<file path="src/hdl/lfs_unused_placeholder_none.sv">
// intentionally no module: none
`timescale 1ns/1ns

</file>
<file path="src/hdl/lfs_pkg.sv">
// constants for the linear frequency sweep block
package lfs_pkg;
  // apb register byte offsets
  localparam logic [7:0] OFS_CTRL   = 8'h00;  // control_register_one
  localparam logic [7:0] OFS_LOWER  = 8'h04;  // lower_frequency_word
  localparam logic [7:0] OFS_UPPER  = 8'h08;  // upper_frequency_word
  localparam logic [7:0] OFS_RDELTA = 8'h0c;  // rising_delta_word
  localparam logic [7:0] OFS_FDELTA = 8'h10;  // falling_delta_word
  localparam logic [7:0] OFS_RRATE  = 8'h14;  // rising_ramp_rate_word
  localparam logic [7:0] OFS_FRATE  = 8'h18;  // falling_ramp_rate_word
  localparam logic [7:0] OFS_STATUS = 8'h1c;  // sweep state, read only
  localparam logic [7:0] OFS_FREQ   = 8'h20;  // live frequency word, read only

  // control register field positions
  localparam int EN_BIT     = 21;  // linear sweep enable
  localparam int RELOAD_BIT = 15;  // reload_rate_on_transfer
  localparam int NODWELL_BIT = 2;  // no-dwell

  // status register field positions
  localparam int ST_ACTIVE_BIT = 0;
  localparam int ST_RISE_BIT   = 1;
  localparam int ST_FALL_BIT   = 2;
  localparam int ST_HOLD_BIT   = 3;
  localparam int ST_DIR_BIT    = 4;

  // reset values
  localparam logic [31:0] RST_WORD  = 32'h0000_0000;
  localparam logic [15:0] RST_RATE  = 16'h0001;

  // sync clock is the core clock divided by this
  localparam int SYNC_DIV = 4;
  localparam logic [1:0] SYNC_RISE_CNT = 2'h1;  // count just before sync clock rises

  // sweep states
  typedef enum logic [1:0] {
    ST_TONE = 2'b00,  // single tone, sweep disabled
    ST_RISE = 2'b01,
    ST_FALL = 2'b10,
    ST_HOLD = 2'b11   // parked at a terminal frequency
  } lfs_state_t;
endpackage

</file>
<file path="src/hdl/lfs_ifs.sv">
// interfaces between the sweep controller and its timer and sync divider
`timescale 1ns/1ns
interface lfs_tmr_if #(parameter int RATE_W = 16);
  logic              load;        // force a reload now
  logic [RATE_W-1:0] load_val;    // value for a forced reload
  logic [RATE_W-1:0] reload_val;  // value after a normal countdown
  logic              tick;        // count reached one
  modport ctl (output load, output load_val, output reload_val, input tick);
  modport tmr (input load, input load_val, input reload_val, output tick);
endinterface

interface lfs_sync_if;
  logic sync_clk;    // divided clock level
  logic xfer_pulse;  // one core cycle per strobe rising edge
  modport ctl (input sync_clk, input xfer_pulse);
  modport div (output sync_clk, output xfer_pulse);
endinterface

</file>
<file path="src/hdl/lfs_ramp_timer.sv">
// ramp rate countdown timer
`timescale 1ns/1ns
module lfs_ramp_timer #(
  parameter int RATE_W = 16
) (
  input  wire logic pclk,     // core clock
  input  wire logic presetn,  // async reset, low active
  input  wire logic ce,       // clock enable
  lfs_tmr_if.tmr    t         // controller side
);
  logic [RATE_W-1:0] count;

  // a rate of zero behaves as one so the sweep never stalls
  assign t.tick = !t.load && (count <= RATE_W'(1));

  // forced reloads win over the normal countdown, even mid count
  always_ff @(posedge pclk or negedge presetn) begin
    if (!presetn) begin
      count <= RATE_W'(1);
    end else if (ce) begin
      if (t.load) begin
        count <= t.load_val;
      end else if (count <= RATE_W'(1)) begin
        count <= t.reload_val;
      end else begin
        count <= count - RATE_W'(1);
      end
    end
  end
endmodule

</file>
<file path="src/hdl/lfs_sync_div.sv">
// sync clock divider and transfer strobe edge detector
`timescale 1ns/1ns
module lfs_sync_div (
  input  wire logic pclk,       // core clock
  input  wire logic presetn,    // async reset, low active
  input  wire logic ce,         // clock enable
  input  wire logic strobe_in,  // strobe, already synchronised
  lfs_sync_if.div   s           // controller side
);
  logic [1:0] cnt;
  logic       strobe_smp;

  // divide by four: low for two cycles, high for two
  always_ff @(posedge pclk or negedge presetn) begin
    if (!presetn) begin
      cnt        <= 2'h0;
      s.sync_clk <= 1'b0;
    end else if (ce) begin
      cnt        <= cnt + 2'h1;
      s.sync_clk <= (cnt == lfs_pkg::SYNC_RISE_CNT) || (cnt == 2'h2);
    end
  end

  // strobe seen only at sync clock rising edges, then edge detected
  always_ff @(posedge pclk or negedge presetn) begin
    if (!presetn) begin
      strobe_smp   <= 1'b0;
      s.xfer_pulse <= 1'b0;
    end else if (ce) begin
      if (cnt == lfs_pkg::SYNC_RISE_CNT) begin
        strobe_smp   <= strobe_in;
        s.xfer_pulse <= strobe_in && !strobe_smp;
      end else begin
        s.xfer_pulse <= 1'b0;
      end
    end
  end
endmodule

</file>
<file path="src/hdl/lfs_top.sv">
// linear frequency sweep controller with apb register access
//
// Implementation choices: the APB register port and the register addresses.
`timescale 1ns/1ns
// Operation
// - enable bit starts and stops linear sweep
// - direction high: rising rate, add rising delta
// - rising sweep stops at upper word
// - direction low: falling rate, subtract falling delta
// - falling sweep stops at lower word
// - dwell holds; no-dwell returns to lower word
// - only transfer strobe moves buffered registers
// - after reset single tone, sweep off
// - no-dwell: falling direction edge ignored
// - direction rise reloads rising rate now
// - reload bit: strobe reloads ramp timer
// - enabling sweep reloads ramp timer
// - strobe or enable reload picks rate by direction
// - strobe sampled on sync clock rise
// - sync clock is core clock over four
// - strobe edge detected into one pulse
module lfs_top #(
  parameter int RATE_W = 16  // ramp rate word width
) (
  input  wire logic        pclk,                      // core clock
  input  wire logic        presetn,                   // async reset, low active
  input  wire logic        ce,                        // clock enable, freezes all state
  input  wire logic        psel,                      // apb select
  input  wire logic        penable,                   // apb enable
  input  wire logic        pwrite,                    // apb direction
  input  wire logic [7:0]  paddr,                     // apb byte address
  input  wire logic [31:0] pwdata,                    // apb write data
  output logic      [31:0] prdata,                    // apb read data
  output logic             pready,                    // apb ready
  output logic             pslverr,                   // apb error, unmapped address
  input  wire logic        sweep_direction_pin,       // sweep direction
  input  wire logic        upper_profile_select_pin,  // must stay low while sweeping
  input  wire logic        transfer_strobe_pin,       // commits buffered writes
  output logic             sync_clk_out,              // divided clock for the controller
  output logic      [31:0] frequency_word,            // live tuning word
  output logic             sweep_active               // linear sweep enabled and profile pin low
);
  // buffered copies written by software
  logic [31:0]       buf_ctrl;
  logic [31:0]       buf_lower;
  logic [31:0]       buf_upper;
  logic [31:0]       buf_rdelta;
  logic [31:0]       buf_fdelta;
  logic [RATE_W-1:0] buf_rrate;
  logic [RATE_W-1:0] buf_frate;
  // active copies used by the sweep
  logic              sweep_en;
  logic              reload_on_xfer;
  logic              no_dwell;
  logic [31:0]       lower_frequency_word;
  logic [31:0]       upper_frequency_word;
  logic [31:0]       rising_delta_word;
  logic [31:0]       falling_delta_word;
  logic [RATE_W-1:0] rising_ramp_rate_word;
  logic [RATE_W-1:0] falling_ramp_rate_word;
  // pin synchronisers
  logic              dir_s1;
  logic              dir_s2;
  logic              dir_d;
  logic              strobe_s1;
  logic              strobe_s2;
  logic              prof_s1;
  logic              prof_s2;
  // sweep state
  lfs_pkg::lfs_state_t state;
  logic              en_d;
  logic [31:0]       acc;
  logic              dir_rise;
  logic              dir_fall;
  logic              en_rise;
  logic [32:0]       sum;
  logic [32:0]       diff;
  logic              apb_access;
  logic              apb_wr;
  logic              addr_ok;
  logic [31:0]       rd_mux;
  logic [31:0]       status_word;

  lfs_tmr_if #(.RATE_W(RATE_W)) tmr_bus ();
  lfs_sync_if sync_bus ();

  lfs_ramp_timer #(.RATE_W(RATE_W)) u_timer (
    .pclk    (pclk),
    .presetn (presetn),
    .ce      (ce),
    .t       (tmr_bus.tmr)
  );

  lfs_sync_div u_sync (
    .pclk      (pclk),
    .presetn   (presetn),
    .ce        (ce),
    .strobe_in (strobe_s2),
    .s         (sync_bus.div)
  );

  // two flops on every pin before any logic looks at it
  always_ff @(posedge pclk or negedge presetn) begin
    if (!presetn) begin
      dir_s1    <= 1'b0;
      dir_s2    <= 1'b0;
      dir_d     <= 1'b0;
      strobe_s1 <= 1'b0;
      strobe_s2 <= 1'b0;
      prof_s1   <= 1'b0;
      prof_s2   <= 1'b0;
    end else if (ce) begin
      dir_s1    <= sweep_direction_pin;
      dir_s2    <= dir_s1;
      dir_d     <= dir_s2;
      strobe_s1 <= transfer_strobe_pin;
      strobe_s2 <= strobe_s1;
      prof_s1   <= upper_profile_select_pin;
      prof_s2   <= prof_s1;
    end
  end

  // direction edges act in any sweep state, disabled sweep ignores them
  assign dir_rise = sweep_en && dir_s2 && !dir_d;
  assign dir_fall = sweep_en && !dir_s2 && dir_d;
  assign en_rise  = sweep_en && !en_d;

  // apb decode; ready comes one cycle into the access phase
  assign apb_access = psel && penable && !pready;
  assign apb_wr     = apb_access && pwrite && addr_ok;

  always_comb begin
    addr_ok = 1'b1;
    rd_mux  = 32'h0000_0000;
    case (paddr)
      lfs_pkg::OFS_CTRL:   rd_mux = buf_ctrl;
      lfs_pkg::OFS_LOWER:  rd_mux = buf_lower;
      lfs_pkg::OFS_UPPER:  rd_mux = buf_upper;
      lfs_pkg::OFS_RDELTA: rd_mux = buf_rdelta;
      lfs_pkg::OFS_FDELTA: rd_mux = buf_fdelta;
      lfs_pkg::OFS_RRATE:  rd_mux = 32'(buf_rrate);
      lfs_pkg::OFS_FRATE:  rd_mux = 32'(buf_frate);
      lfs_pkg::OFS_STATUS: rd_mux = status_word;
      lfs_pkg::OFS_FREQ:   rd_mux = acc;
      default:             addr_ok = 1'b0;
    endcase
  end

  // status bits show the live sweep state and the seen direction level
  always_comb begin
    status_word = 32'h0000_0000;
    status_word[lfs_pkg::ST_ACTIVE_BIT] = sweep_en;
    status_word[lfs_pkg::ST_RISE_BIT]   = (state == lfs_pkg::ST_RISE);
    status_word[lfs_pkg::ST_FALL_BIT]   = (state == lfs_pkg::ST_FALL);
    status_word[lfs_pkg::ST_HOLD_BIT]   = (state == lfs_pkg::ST_HOLD);
    status_word[lfs_pkg::ST_DIR_BIT]    = dir_s2;
  end

  // apb answer: read data, ready and error all registered
  always_ff @(posedge pclk or negedge presetn) begin
    if (!presetn) begin
      pready  <= 1'b0;
      pslverr <= 1'b0;
      prdata  <= 32'h0000_0000;
    end else if (ce) begin
      pready  <= apb_access;
      pslverr <= apb_access && !addr_ok;
      if (apb_access && !pwrite) begin
        prdata <= rd_mux;
      end
    end
  end

  // software writes only land in the buffers; the sweep never sees them here
  always_ff @(posedge pclk or negedge presetn) begin
    if (!presetn) begin
      buf_ctrl   <= lfs_pkg::RST_WORD;
      buf_lower  <= lfs_pkg::RST_WORD;
      buf_upper  <= lfs_pkg::RST_WORD;
      buf_rdelta <= lfs_pkg::RST_WORD;
      buf_fdelta <= lfs_pkg::RST_WORD;
      buf_rrate  <= RATE_W'(lfs_pkg::RST_RATE);
      buf_frate  <= RATE_W'(lfs_pkg::RST_RATE);
    end else if (ce && apb_wr) begin
      case (paddr)
        lfs_pkg::OFS_CTRL: begin
          buf_ctrl                      <= 32'h0000_0000;
          buf_ctrl[lfs_pkg::EN_BIT]     <= pwdata[lfs_pkg::EN_BIT];
          buf_ctrl[lfs_pkg::RELOAD_BIT] <= pwdata[lfs_pkg::RELOAD_BIT];
          buf_ctrl[lfs_pkg::NODWELL_BIT] <= pwdata[lfs_pkg::NODWELL_BIT];
        end
        lfs_pkg::OFS_LOWER:  buf_lower  <= pwdata;
        lfs_pkg::OFS_UPPER:  buf_upper  <= pwdata;
        lfs_pkg::OFS_RDELTA: buf_rdelta <= pwdata;
        lfs_pkg::OFS_FDELTA: buf_fdelta <= pwdata;
        lfs_pkg::OFS_RRATE:  buf_rrate  <= pwdata[RATE_W-1:0];
        lfs_pkg::OFS_FRATE:  buf_frate  <= pwdata[RATE_W-1:0];
        default: ;
      endcase
    end
  end

  // buffers move to the active set only on a strobe edge, never on direction
  always_ff @(posedge pclk or negedge presetn) begin
    if (!presetn) begin
      sweep_en               <= 1'b0;
      reload_on_xfer         <= 1'b0;
      no_dwell               <= 1'b0;
      lower_frequency_word   <= lfs_pkg::RST_WORD;
      upper_frequency_word   <= lfs_pkg::RST_WORD;
      rising_delta_word      <= lfs_pkg::RST_WORD;
      falling_delta_word     <= lfs_pkg::RST_WORD;
      rising_ramp_rate_word  <= RATE_W'(lfs_pkg::RST_RATE);
      falling_ramp_rate_word <= RATE_W'(lfs_pkg::RST_RATE);
      en_d                   <= 1'b0;
    end else if (ce) begin
      en_d <= sweep_en;
      if (sync_bus.xfer_pulse) begin
        sweep_en               <= buf_ctrl[lfs_pkg::EN_BIT];
        reload_on_xfer         <= buf_ctrl[lfs_pkg::RELOAD_BIT];
        no_dwell               <= buf_ctrl[lfs_pkg::NODWELL_BIT];
        lower_frequency_word   <= buf_lower;
        upper_frequency_word   <= buf_upper;
        rising_delta_word      <= buf_rdelta;
        falling_delta_word     <= buf_fdelta;
        rising_ramp_rate_word  <= buf_rrate;
        falling_ramp_rate_word <= buf_frate;
      end
    end
  end

  // timer reload: a direction edge wins, then the strobe, then the enable
  always_comb begin
    // no-dwell sweeps only rise, so a low pin must not slow them to the falling rate
    tmr_bus.reload_val = (dir_s2 || no_dwell) ? rising_ramp_rate_word
                                              : falling_ramp_rate_word;
    tmr_bus.load       = 1'b0;
    tmr_bus.load_val   = dir_s2 ? rising_ramp_rate_word : falling_ramp_rate_word;
    if (dir_rise) begin
      tmr_bus.load     = 1'b1;
      tmr_bus.load_val = rising_ramp_rate_word;
    end else if (dir_fall && !no_dwell) begin
      tmr_bus.load     = 1'b1;
      tmr_bus.load_val = falling_ramp_rate_word;
    end else if (sweep_en && reload_on_xfer && sync_bus.xfer_pulse) begin
      tmr_bus.load     = 1'b1;
    end else if (en_rise) begin
      tmr_bus.load     = 1'b1;
    end
  end

  // adder outputs carry one extra bit so wrap past the end is caught
  assign sum  = {1'b0, acc} + {1'b0, rising_delta_word};
  assign diff = {1'b0, acc} - {1'b0, falling_delta_word};

  // sweep state and frequency accumulator
  always_ff @(posedge pclk or negedge presetn) begin
    if (!presetn) begin
      state <= lfs_pkg::ST_TONE;
      acc   <= lfs_pkg::RST_WORD;
    end else if (ce) begin
      case (state)
        lfs_pkg::ST_TONE: begin
          acc <= lower_frequency_word;  // single tone at the lower word
          if (sweep_en) begin
            state <= lfs_pkg::ST_HOLD;
          end
        end
        lfs_pkg::ST_RISE: begin
          if (!sweep_en) begin
            state <= lfs_pkg::ST_TONE;
          end else if (dir_rise && no_dwell) begin
            acc <= lower_frequency_word;
          end else if (dir_fall && !no_dwell) begin
            state <= lfs_pkg::ST_FALL;
          end else if (tmr_bus.tick) begin
            if (sum[32] || (sum[31:0] >= upper_frequency_word)) begin
              state <= lfs_pkg::ST_HOLD;
              acc   <= no_dwell ? lower_frequency_word : upper_frequency_word;
            end else begin
              acc <= sum[31:0];
            end
          end
        end
        lfs_pkg::ST_FALL: begin
          if (!sweep_en) begin
            state <= lfs_pkg::ST_TONE;
          end else if (dir_rise) begin
            state <= lfs_pkg::ST_RISE;
            if (no_dwell) begin
              acc <= lower_frequency_word;
            end
          end else if (no_dwell) begin
            state <= lfs_pkg::ST_HOLD;
          end else if (tmr_bus.tick) begin
            if (diff[32] || (diff[31:0] <= lower_frequency_word)) begin
              state <= lfs_pkg::ST_HOLD;
              acc   <= lower_frequency_word;
            end else begin
              acc <= diff[31:0];
            end
          end
        end
        lfs_pkg::ST_HOLD: begin
          // parked until a direction edge (a falling one is ignored under no-dwell) or until the sweep is disabled
          if (!sweep_en) begin
            state <= lfs_pkg::ST_TONE;
          end else if (dir_rise) begin
            state <= lfs_pkg::ST_RISE;
            if (no_dwell) begin
              acc <= lower_frequency_word;
            end
          end else if (dir_fall && !no_dwell) begin
            state <= lfs_pkg::ST_FALL;
          end
        end
        default: begin
          state <= lfs_pkg::ST_TONE;
        end
      endcase
    end
  end

  // registered outputs; the profile pin only gates sweep_active, never the sweep itself
  always_ff @(posedge pclk or negedge presetn) begin
    if (!presetn) begin
      frequency_word <= lfs_pkg::RST_WORD;
      sweep_active   <= 1'b0;
      sync_clk_out   <= 1'b0;
    end else if (ce) begin
      frequency_word <= acc;
      sweep_active   <= sweep_en && !prof_s2;
      sync_clk_out   <= sync_bus.sync_clk;
    end
  end
endmodule

</file>
<file path="config.mk">
export PLATFORM = sky130hd
export DESIGN_NAME = lfs_top
export DESIGN_NICKNAME = d
export VERILOG_FILES = /design/src/hdl/lfs_unused_placeholder_none.sv /design/src/hdl/lfs_pkg.sv /design/src/hdl/lfs_ifs.sv /design/src/hdl/lfs_ramp_timer.sv /design/src/hdl/lfs_sync_div.sv /design/src/hdl/lfs_top.sv
export SDC_FILE = /design/constraint.sdc
export NUM_CORES = 1
export LEC_CHECK = 0
export ABC_AREA = 0
export BUFFER_PORTS_ARGS = -buffer_cell sky130_fd_sc_hd__buf_4
export CORE_MARGIN = 8
export CORE_UTILIZATION = 60
export DETAILED_ROUTE_END_ITERATION = 6
export GPL_ROUTABILITY_DRIVEN = 0
export PLACE_DENSITY_LB_ADDON = 0.1
export SLEW_MARGIN = 20
export SYNTH_ARGS = -nofsm -noshare
export SYNTH_HDL_FRONTEND = slang
export SYNTH_SLANG_ARGS = --single-unit
</file>
<file path="constraint.sdc">
create_clock -name pclk -period 5.4 [get_ports pclk]
set_clock_uncertainty 0.05 [all_clocks]
set_input_delay 0.27 -clock pclk [delete_from_list [all_inputs] [get_ports pclk]]
set_output_delay 0.27 -clock pclk [all_outputs]
set_load 0.02 [all_outputs]
</file>
==> results of run 1 <==
## critical path: cells and delay by family (launching register included)
family	cells	cell delay, ns
XOR/XNOR	1	0.23
AND/OR/NAND/NOR	8	1.10
flip-flops	1	0.35
AO/OA/AOI/OAI	7	1.91
buffers and inverters	5	0.69
adder cells (fa/ha/maj)	3	0.83
## power by group
part           total, W  switching (W)  internal, W  leakage (nW)
logic           0.00811        0.00488      0.00323          7.28
registers       0.00405       0.000289      0.00376          6.14
clock network   0.00339        0.00142      0.00197         0.769
total            0.0156        0.00659      0.00897          14.2
## layer usage
metal  part of all wire [%]  track usage [%]  vias to the layer above
met5                      0                0                        -
met1                     38            43.89                    11565
li1                       -                -                     9983
met4                    6.2            19.16                        0
met3                     10            7.268                      409
met2                     46            54.77                     1507
## cell type report
type                    count  share of cell area [%]
multi-input cells        1815                   46.37
diodes                      1                0.008038
clock inverters            20                  0.8159
repair buffers            304                   7.905
inverters                 129                   1.555
clock buffers              67                   4.284
flip-flops and latches    456                   36.68
well taps                 592                   2.379
## through the flow
step	std cells	hold WS (ns)	cell area [um^2]	setup TNS [ns]
2_1_floorplan	2536	-0.07559	26560	0
3_5_place_dp	3250	0.3131	28820	-4.687
3_3_place_gp	3250	0.3117	28820	-2.359
5_1_grt	3383	0.01619	31130	-0.1285
6_report	3384	0.03748	31130	0
4_1_cts	3374	0.004327	30820	0
## Yosys cell counts, drive strengths merged (8+ instances only)
cell | number | area share [%]
a211o | 12 | 0.40
a211oi | 21 | 0.59
a21o | 27 | 0.76
a21oi | 144 | 2.7
a221o | 10 | 0.38
a221oi | 23 | 0.76
a222oi | 26 | 0.98
a22o | 19 | 0.63
a22oi | 39 | 1.1
a31oi | 55 | 1.3
a41oi | 8 | 0.26
and3 | 13 | 0.31
buf | 18 | 0.34
clkbuf | 118 | 1.7
dfrtp | 451 | 42
ha | 131 | 6.2
inv | 129 | 1.8
mux2 | 393 | 17
mux2i | 35 | 1.3
nand2 | 162 | 2.3
nand2b | 17 | 0.40
nand3 | 57 | 1.1
nand4 | 24 | 0.57
nor2 | 138 | 2.0
nor3 | 36 | 0.68
nor4 | 15 | 0.35
o211ai | 38 | 1.1
o21a | 15 | 0.42
o21ai | 112 | 2.1
o221ai | 20 | 0.66
o22ai | 16 | 0.38
o31ai | 14 | 0.40
o32ai | 10 | 0.33
o41ai | 10 | 0.36
or3 | 8 | 0.19
xnor2 | 34 | 1.1
xor2 | 25 | 0.82
## registers in the layout, summed over array words and instances, names as in the netlist, 2 cells and up
signal and count:
state 2, falling_delta_word 32, lower_frequency_word 32, frequency_word 32, acc 32, u_timer.count 16, buf_upper 32, buf_frate 16
buf_ctrl 3, buf_rdelta 32, buf_lower 32, rising_delta_word 32, prdata 32, rising_ramp_rate_word 16, buf_fdelta 32, falling_ramp_rate_word 16
u_sync.cnt 2, upper_frequency_word 32, buf_rrate 16
## path summary, 6_finish.rpt
path,depth (start not counted),slack (ns),from,end
max,24,0.10,acc[0],acc[24]
min,2,0.04,pwdata[15],buf_rrate[15]
max reg2reg,24,0.10,acc[0],acc[24]
min reg2reg,1,0.42,u_sync.cnt[0],u_sync.cnt[0]
max in group asynchronous,3,3.65,presetn,u_timer.count[4]
min in group asynchronous,2,0.24,presetn,frequency_word[16]
## placed cells by master, fill, tap and decap left out, types with 9 or more instances in the layout
| cell type | n |
|---|---|
| dfrtp_1 | 450 |
| mux2_2 | 393 |
| buf_4 | 258 |
| nand2_1 | 160 |
| a21oi_1 | 141 |
| ha_1 | 130 |
| inv_1 | 127 |
| nor2_1 | 125 |
| o21ai_0 | 93 |
| a31oi_1 | 55 |
| nand3_1 | 55 |
| clkbuf_16 | 50 |
| o211ai_1 | 38 |
| a22oi_1 | 38 |
| dlygate4sd3_1 | 36 |
| mux2i_1 | 35 |
| xnor2_1 | 34 |
| nor3_1 | 32 |
| a21o_1 | 27 |
| a222oi_1 | 26 |
| xor2_1 | 25 |
| nand4_1 | 24 |
| a221oi_1 | 21 |
| o221ai_1 | 20 |
| a22o_1 | 19 |
| nand2b_1 | 17 |
| a211oi_1 | 16 |
| o22ai_1 | 16 |
| o21ai_1 | 15 |
| o21a_1 | 14 |
| clkbuf_1 | 14 |
| and3_1 | 13 |
| nor4_1 | 12 |
| o31ai_1 | 12 |
| a211o_1 | 11 |
| a221o_1 | 10 |
| o32ai_1 | 9 |
| clkinv_2 | 9 |
## cells by family (layout without fill, tap and decap cells)
family                   after synthesis  in the layout
AND/OR/NAND/NOR                      514            514
adder cells (fa/ha/maj)              133            133
buffers and inverters                265            520
XOR/XNOR                              59             59
flip-flops                           456            456
AO/OA/AOI/OAI                        681            681
other                                  0              1
multiplexers                         428            428
## repair_timing
action,in CTS,in global routing
endpoints found under the setup margin,34,34
gates resized for setup,10,55
gates cloned,0,1
hold buffers,36,0
pin swaps,0,22
buffers inserted,1,8
endpoints found under the hold margin,244,0
==> results.py, run 1 <==
metrics = {
    "power_and_ir_drop": {
        "power.density_nw_per_um2": 499.5,
        "total_power_w": 0.01555,
        "vdd_ir_drop_max_mv": 0.3501,
        "p_leak_nw": 14.19,
    },
    "yosys": {
        "yosysWarnings": 0,
        "synthMuxAreaShare_pct": 17.98,
        "synth_compound_area_share_pct": 17.85,
        "ys_ff_latch": 456,
        "yosys.area_share.simple_pct": 9.078,
        "synthAdderAreaFrac_pct": 6.322,
        "synth_xor_area_share_pct": 1.946,
        "avgSynthCellArea_um2": 10.47,
        "ys_seq_area_share_pct": 42.99,
        "async_reset_ff_share_pct": 100.0,
        "ys_types": 83,
        "synth_top_family_by_area": "multiplexers",
        "synth_nets": 2718,
        "synth_ff_type": "dfrtp_1",
        "synth_edf_count": 0,
        "netlist_area_um2": 26560,
        "syn_inst": 2536,
    },
    "sta": {
        "hold_viol_final": 0,
        "post-route-period-util_pct": 98.12,
        "setup_viol_count_final": 0,
        "fin_crit_ns": 5.299,
        "drv_slew": 0,
        "fin_ws_ns": 0.1015,
        "worst_pin_slew_ns": 1.093,
        "max_freq_ghz": 0.1887,
        "maxSlewHeadroom_pct": 27.03,
    },
    "worst_setup_path": {
        "required_ns": 5.81,
        "critical_path.max_stage_delay_ns": 0.45,
        "start_kind": "register",
        "crit_chain": "buf_4 > ha_2 > inv_1 > fa_2 > nand2b_1 > a21o_1 > a211o_4 > a211oi_4 > nor2_2 > o21ai_1 > xor2_1 > ha_1 > nand4_1 > nor4_4 > a22oi_1 > nand4_1 > nor3_1 > buf_4 > buf_4 > nand2_1 > buf_4 > nor3_1 > o21ai_0 > a221o_1",
        "critPathMaxFanout": 7,
        "slowest_stage": "a221o_1",
        "path_class": "reg2reg",
        "crit_arrival_ns": 5.71,
        "end_kind": "register",
        "crit_top_cell": "buf_4",
    },
    "place": {
        "place_hpwl_um": 63270,
        "place_ws_ns": -0.3284,
        "io_buffer_count": 116,
    },
    "cts": {
        "clk_path_buf_depth": 3,
        "numCtsBuffers": 49,
        "clock_latency_ns": 0.60,
        "cts_sinks": 456,
        "htree_levels": 2,
        "cts_tree": "built",
        "cts-root-buf": "clkbuf_16",
        "clk_pin_slew_ns": 0.06,
    },
    "routing": {
        "ant_nets": 0,
        "post_drt_wl_per_cell_um": 26.65,
        "firstDrtPassIters": 6,
        "first_iter_violations": 3317,
        "avgViaCountPerCell": 6.934,
        "wl_um": 90190,
        "dr_total_vias": 23464,
        "drc": 0,
    },
    "floorplan": {
        "die_area_um2": 51250,
        "core_area_um2": 43930,
        "io_pins": 117,
        "die_x_um": 226.4,
        "num_rows": 77,
        "start_util_pct": 60.45,
        "die_height_um": 226.4,
    },
    "finish": {
        "regArea_um2": 11420,
        "nets": 2937,
        "final_layout_size_suffix_gt1_share_pct": 29.13,
        "postLayoutCoreUtil_pct": 70.86,
        "synthToLayoutAreaGrowth_pct": 17.22,
        "n_fill_cell": 3346,
        "multi_input_area_um2": 14440,
    },
    "global_routing": {
        "grt-ovfl-total": 0,
        "grt_usage_pct": 34.53,
        "antenna_found_initial": 0,
        "grt_pass1_vias": 23102,
        "grt_max_degree": 163,
        "grt_pass1_wl_um": 136600,
    },
    "flow_run": {
        "max-cap-violations": 0,
    },
    "outcome": {
        "status": "complete, no violations",
    },
    "hold_path": {
        "min_path_type": "in2reg",
    },
}
Power figures use the tool's default switching activity.
==> inputs of run 2 (changes only) <==
--- a/config.mk
+++ b/config.mk
@@ -8,7 +8,7 @@
 export ABC_AREA = 0
 export BUFFER_PORTS_ARGS = -buffer_cell sky130_fd_sc_hd__buf_4
 export CORE_MARGIN = 8
-export CORE_UTILIZATION = 60
+export CORE_UTILIZATION = 50
 export DETAILED_ROUTE_END_ITERATION = 6
 export GPL_ROUTABILITY_DRIVEN = 0
 export PLACE_DENSITY_LB_ADDON = 0.1
==> run 2 against run 1 <==
Global-route usage is 5.1 points lower. Largest cell class unchanged. Largest power group unchanged. Non-clock buffer count is 47 lower. Final cell count is 1.4% higher. Highest routed layer is now met5. Wire length is 0.98% higher. Sequential share of layout area is 0.40 points higher. Sequential power is 2% higher. Combinational power is 8.6% lower. Fmax is 0.47% lower.
==> results.py, run 2 (synthesis results as in run 1) <==
metrics = {
    "flow_run": {
        "max-cap-violations": 0,
    },
    "sta": {
        "rsz0062_at_grt": "yes",
        "drv_slew": 0,
        "worst_pin_slew_ns": 1.197,
        "fin_ws_ns": 0.07671,
        "hold_viol_final": 0,
        "setup_viol_count_final": 0,
        "whs_ns": 0.03099,
        "max_freq_ghz": 0.1879,
        "maxSlewHeadroom_pct": 20.11,
        "fin_crit_ns": 5.323,
        "post-route-period-util_pct": 98.58,
    },
    "floorplan": {
        "die_height_um": 246.5,
        "die_x_um": 246.5,
        "io_pins": 117,
        "core_area_um2": 52550,
        "num_rows": 84,
        "start_util_pct": 50.54,
        "die_area_um2": 60750,
    },
    "place": {
        "place_hpwl_um": 65760,
        "io_buffer_count": 116,
        "place_ws_ns": -0.1672,
        "dp.cells": 3306,
    },
    "global_routing": {
        "grt_pass1_wl_um": 138600,
        "grt_pass1_vias": 22407,
        "grt_usage_pct": 29.40,
        "grt-ovfl-total": 0,
        "antenna_found_initial": 1,
        "grt_max_degree": 157,
    },
    "worst_setup_path": {
        "critPathMaxFanout": 7,
        "worst-path-buf-inv": 6,
        "crit_arrival_ns": 5.73,
        "start_kind": "register",
        "critical_path.max_stage_delay_ns": 0.43,
        "critical-path-top-delay-family": "compound AO/OA/AOI/OAI gates",
        "crit_chain": "buf_4 > ha_1 > a211oi_1 > o21ai_0 > buf_4 > o21a_1 > o41ai_1 > buf_4 > o41ai_2 > buf_4 > xor2_1 > ha_1 > nand4_1 > nor4_4 > a22oi_1 > nand4_1 > or3_4 > buf_4 > o21ai_4 > buf_4 > o21ai_0 > a21oi_1 > o211ai_1",
        "path_class": "reg2reg",
        "end_kind": "register",
        "required_ns": 5.80,
        "crit_top_cell": "buf_4",
        "slowest_stage": "or3_4",
    },
    "finish": {
        "nets": 2891,
        "layout_commonest_cell": "dfrtp_1",
        "postLayoutCoreUtil_pct": 58.61,
        "layout.cells.most_common_list": "dfrtp_1 (450), mux2_2 (393), buf_4 (216), nand2_1 (159), a21oi_1 (142)",
        "final_layout_size_suffix_gt1_share_pct": 27.60,
        "synthToLayoutAreaGrowth_pct": 15.97,
        "stdcell_count": 3432,
    },
    "routing": {
        "first_iter_violations": 2710,
        "wl_um": 91080,
        "avgViaCountPerCell": 6.580,
        "dr_total_vias": 22584,
        "post_drt_wl_per_cell_um": 26.54,
        "ant_nets": 0,
        "drc": 0,
        "firstDrtPassIters": 6,
    },
    "cts": {
        "clock_latency_ns": 0.61,
        "cts-root-buf": "clkbuf_16",
        "cts_sinks": 456,
        "clk_path_buf_depth": 3,
        "clk_pin_slew_ns": 0.06,
        "htree_levels": 2,
        "cts_tree": "built",
        "numCtsBuffers": 50,
    },
    "power_and_ir_drop": {
        "vdd_ir_drop_max_mv": 0.3366,
        "p_leak_nw": 13.94,
        "power.density_nw_per_um2": 485.1,
    },
    "outcome": {
        "status": "complete, no violations",
    },
    "hold_path": {
        "min_path_type": "in2reg",
    },
}
run 2: metrics by stage:
stage | cell area, um^2 | power, W | setup TNS [ns]
6_report | 30800 | 0.01494 | 0
5_1_grt | 30800 | 0.01565 | -0.01831
4_1_cts | 30630 | 0.01466 | 0
3_5_place_dp | 28640 | 0.01118 | -1.874
3_3_place_gp | 28640 | 0.01108 | -0.04737
2_1_floorplan | 26560 | 0.008527 | 0
run 2: metal layers:
| layer | vias up | wire, um | GRT usage (%) |
|---|---|---|---|
| met3 | 297 | 6876 | 4.516 |
| met4 | 2 | 4957 | 14.08 |
| li1 | 9902 | - | - |
| met1 | 11227 | 37300 | 38.81 |
| met2 | 1156 | 41920 | 47.10 |
| met5 | - | 13 | 0 |
run 2: worst paths after layout:
kind / startpoint / end / slack (ns) / depth (start not counted)
hold reg to reg: prof_s2 / sweep_active / 0.41 / 1
setup / recovery: acc[1] / acc[2] / 0.08 / 23
min in group asynchronous: presetn / frequency_word[19] / 0.24 / 2
max in group asynchronous: presetn / u_timer.count[4] / 3.65 / 3
setup reg to reg: acc[1] / acc[2] / 0.08 / 23
hold / removal: penable / pslverr / 0.03 / 3
run 2: worst register-to-register path, stage by stage, from the launching register on:
cell      delay [ns]
dfrtp_1         0.38
buf_4           0.18
ha_1            0.30
a211oi_1        0.27
o21ai_0         0.13
buf_4           0.19
o21a_1          0.22
o41ai_1         0.37
buf_4           0.23
o41ai_2         0.09
buf_4           0.17
xor2_1          0.23
ha_1            0.30
nand4_1         0.20
nor4_4          0.09
a22oi_1         0.18
nand4_1         0.15
or3_4           0.43
buf_4           0.18
o21ai_4         0.23
buf_4           0.23
o21ai_0         0.09
a21oi_1         0.13
o211ai_1        0.18
run 2: cell type report:
cell class                      count  area, um^2
Antenna cell                        1       2.502
Clock buffer                       70        1406
Clock inverter                     16       193.9
Fill cell                        4505       21750
Inverter                          129       484.2
Multi-Input combinational cell   1815       14360
Sequential cell                   456       11420
Tap cell                          688       860.8
Timing Repair Buffer              257        2068
run 2: repair_timing:
| action | CTS | global route |
|---|---|---|
| resized for setup | 5 | 35 |
| pin swaps | 0 | 5 |
| hold endpoints to repair | 254 | 0 |
| setup endpoints to repair | 34 | 34 |
| hold buffers | 36 | 0 |
| buffers inserted | 0 | 3 |
run 2: report_power, final:
| part | switching, W | internal (W) |
|---|---|---|
| registers | 0.000382 | 0.00376 |
| clock network | 0.00143 | 0.00196 |
| logic | 0.00453 | 0.00288 |
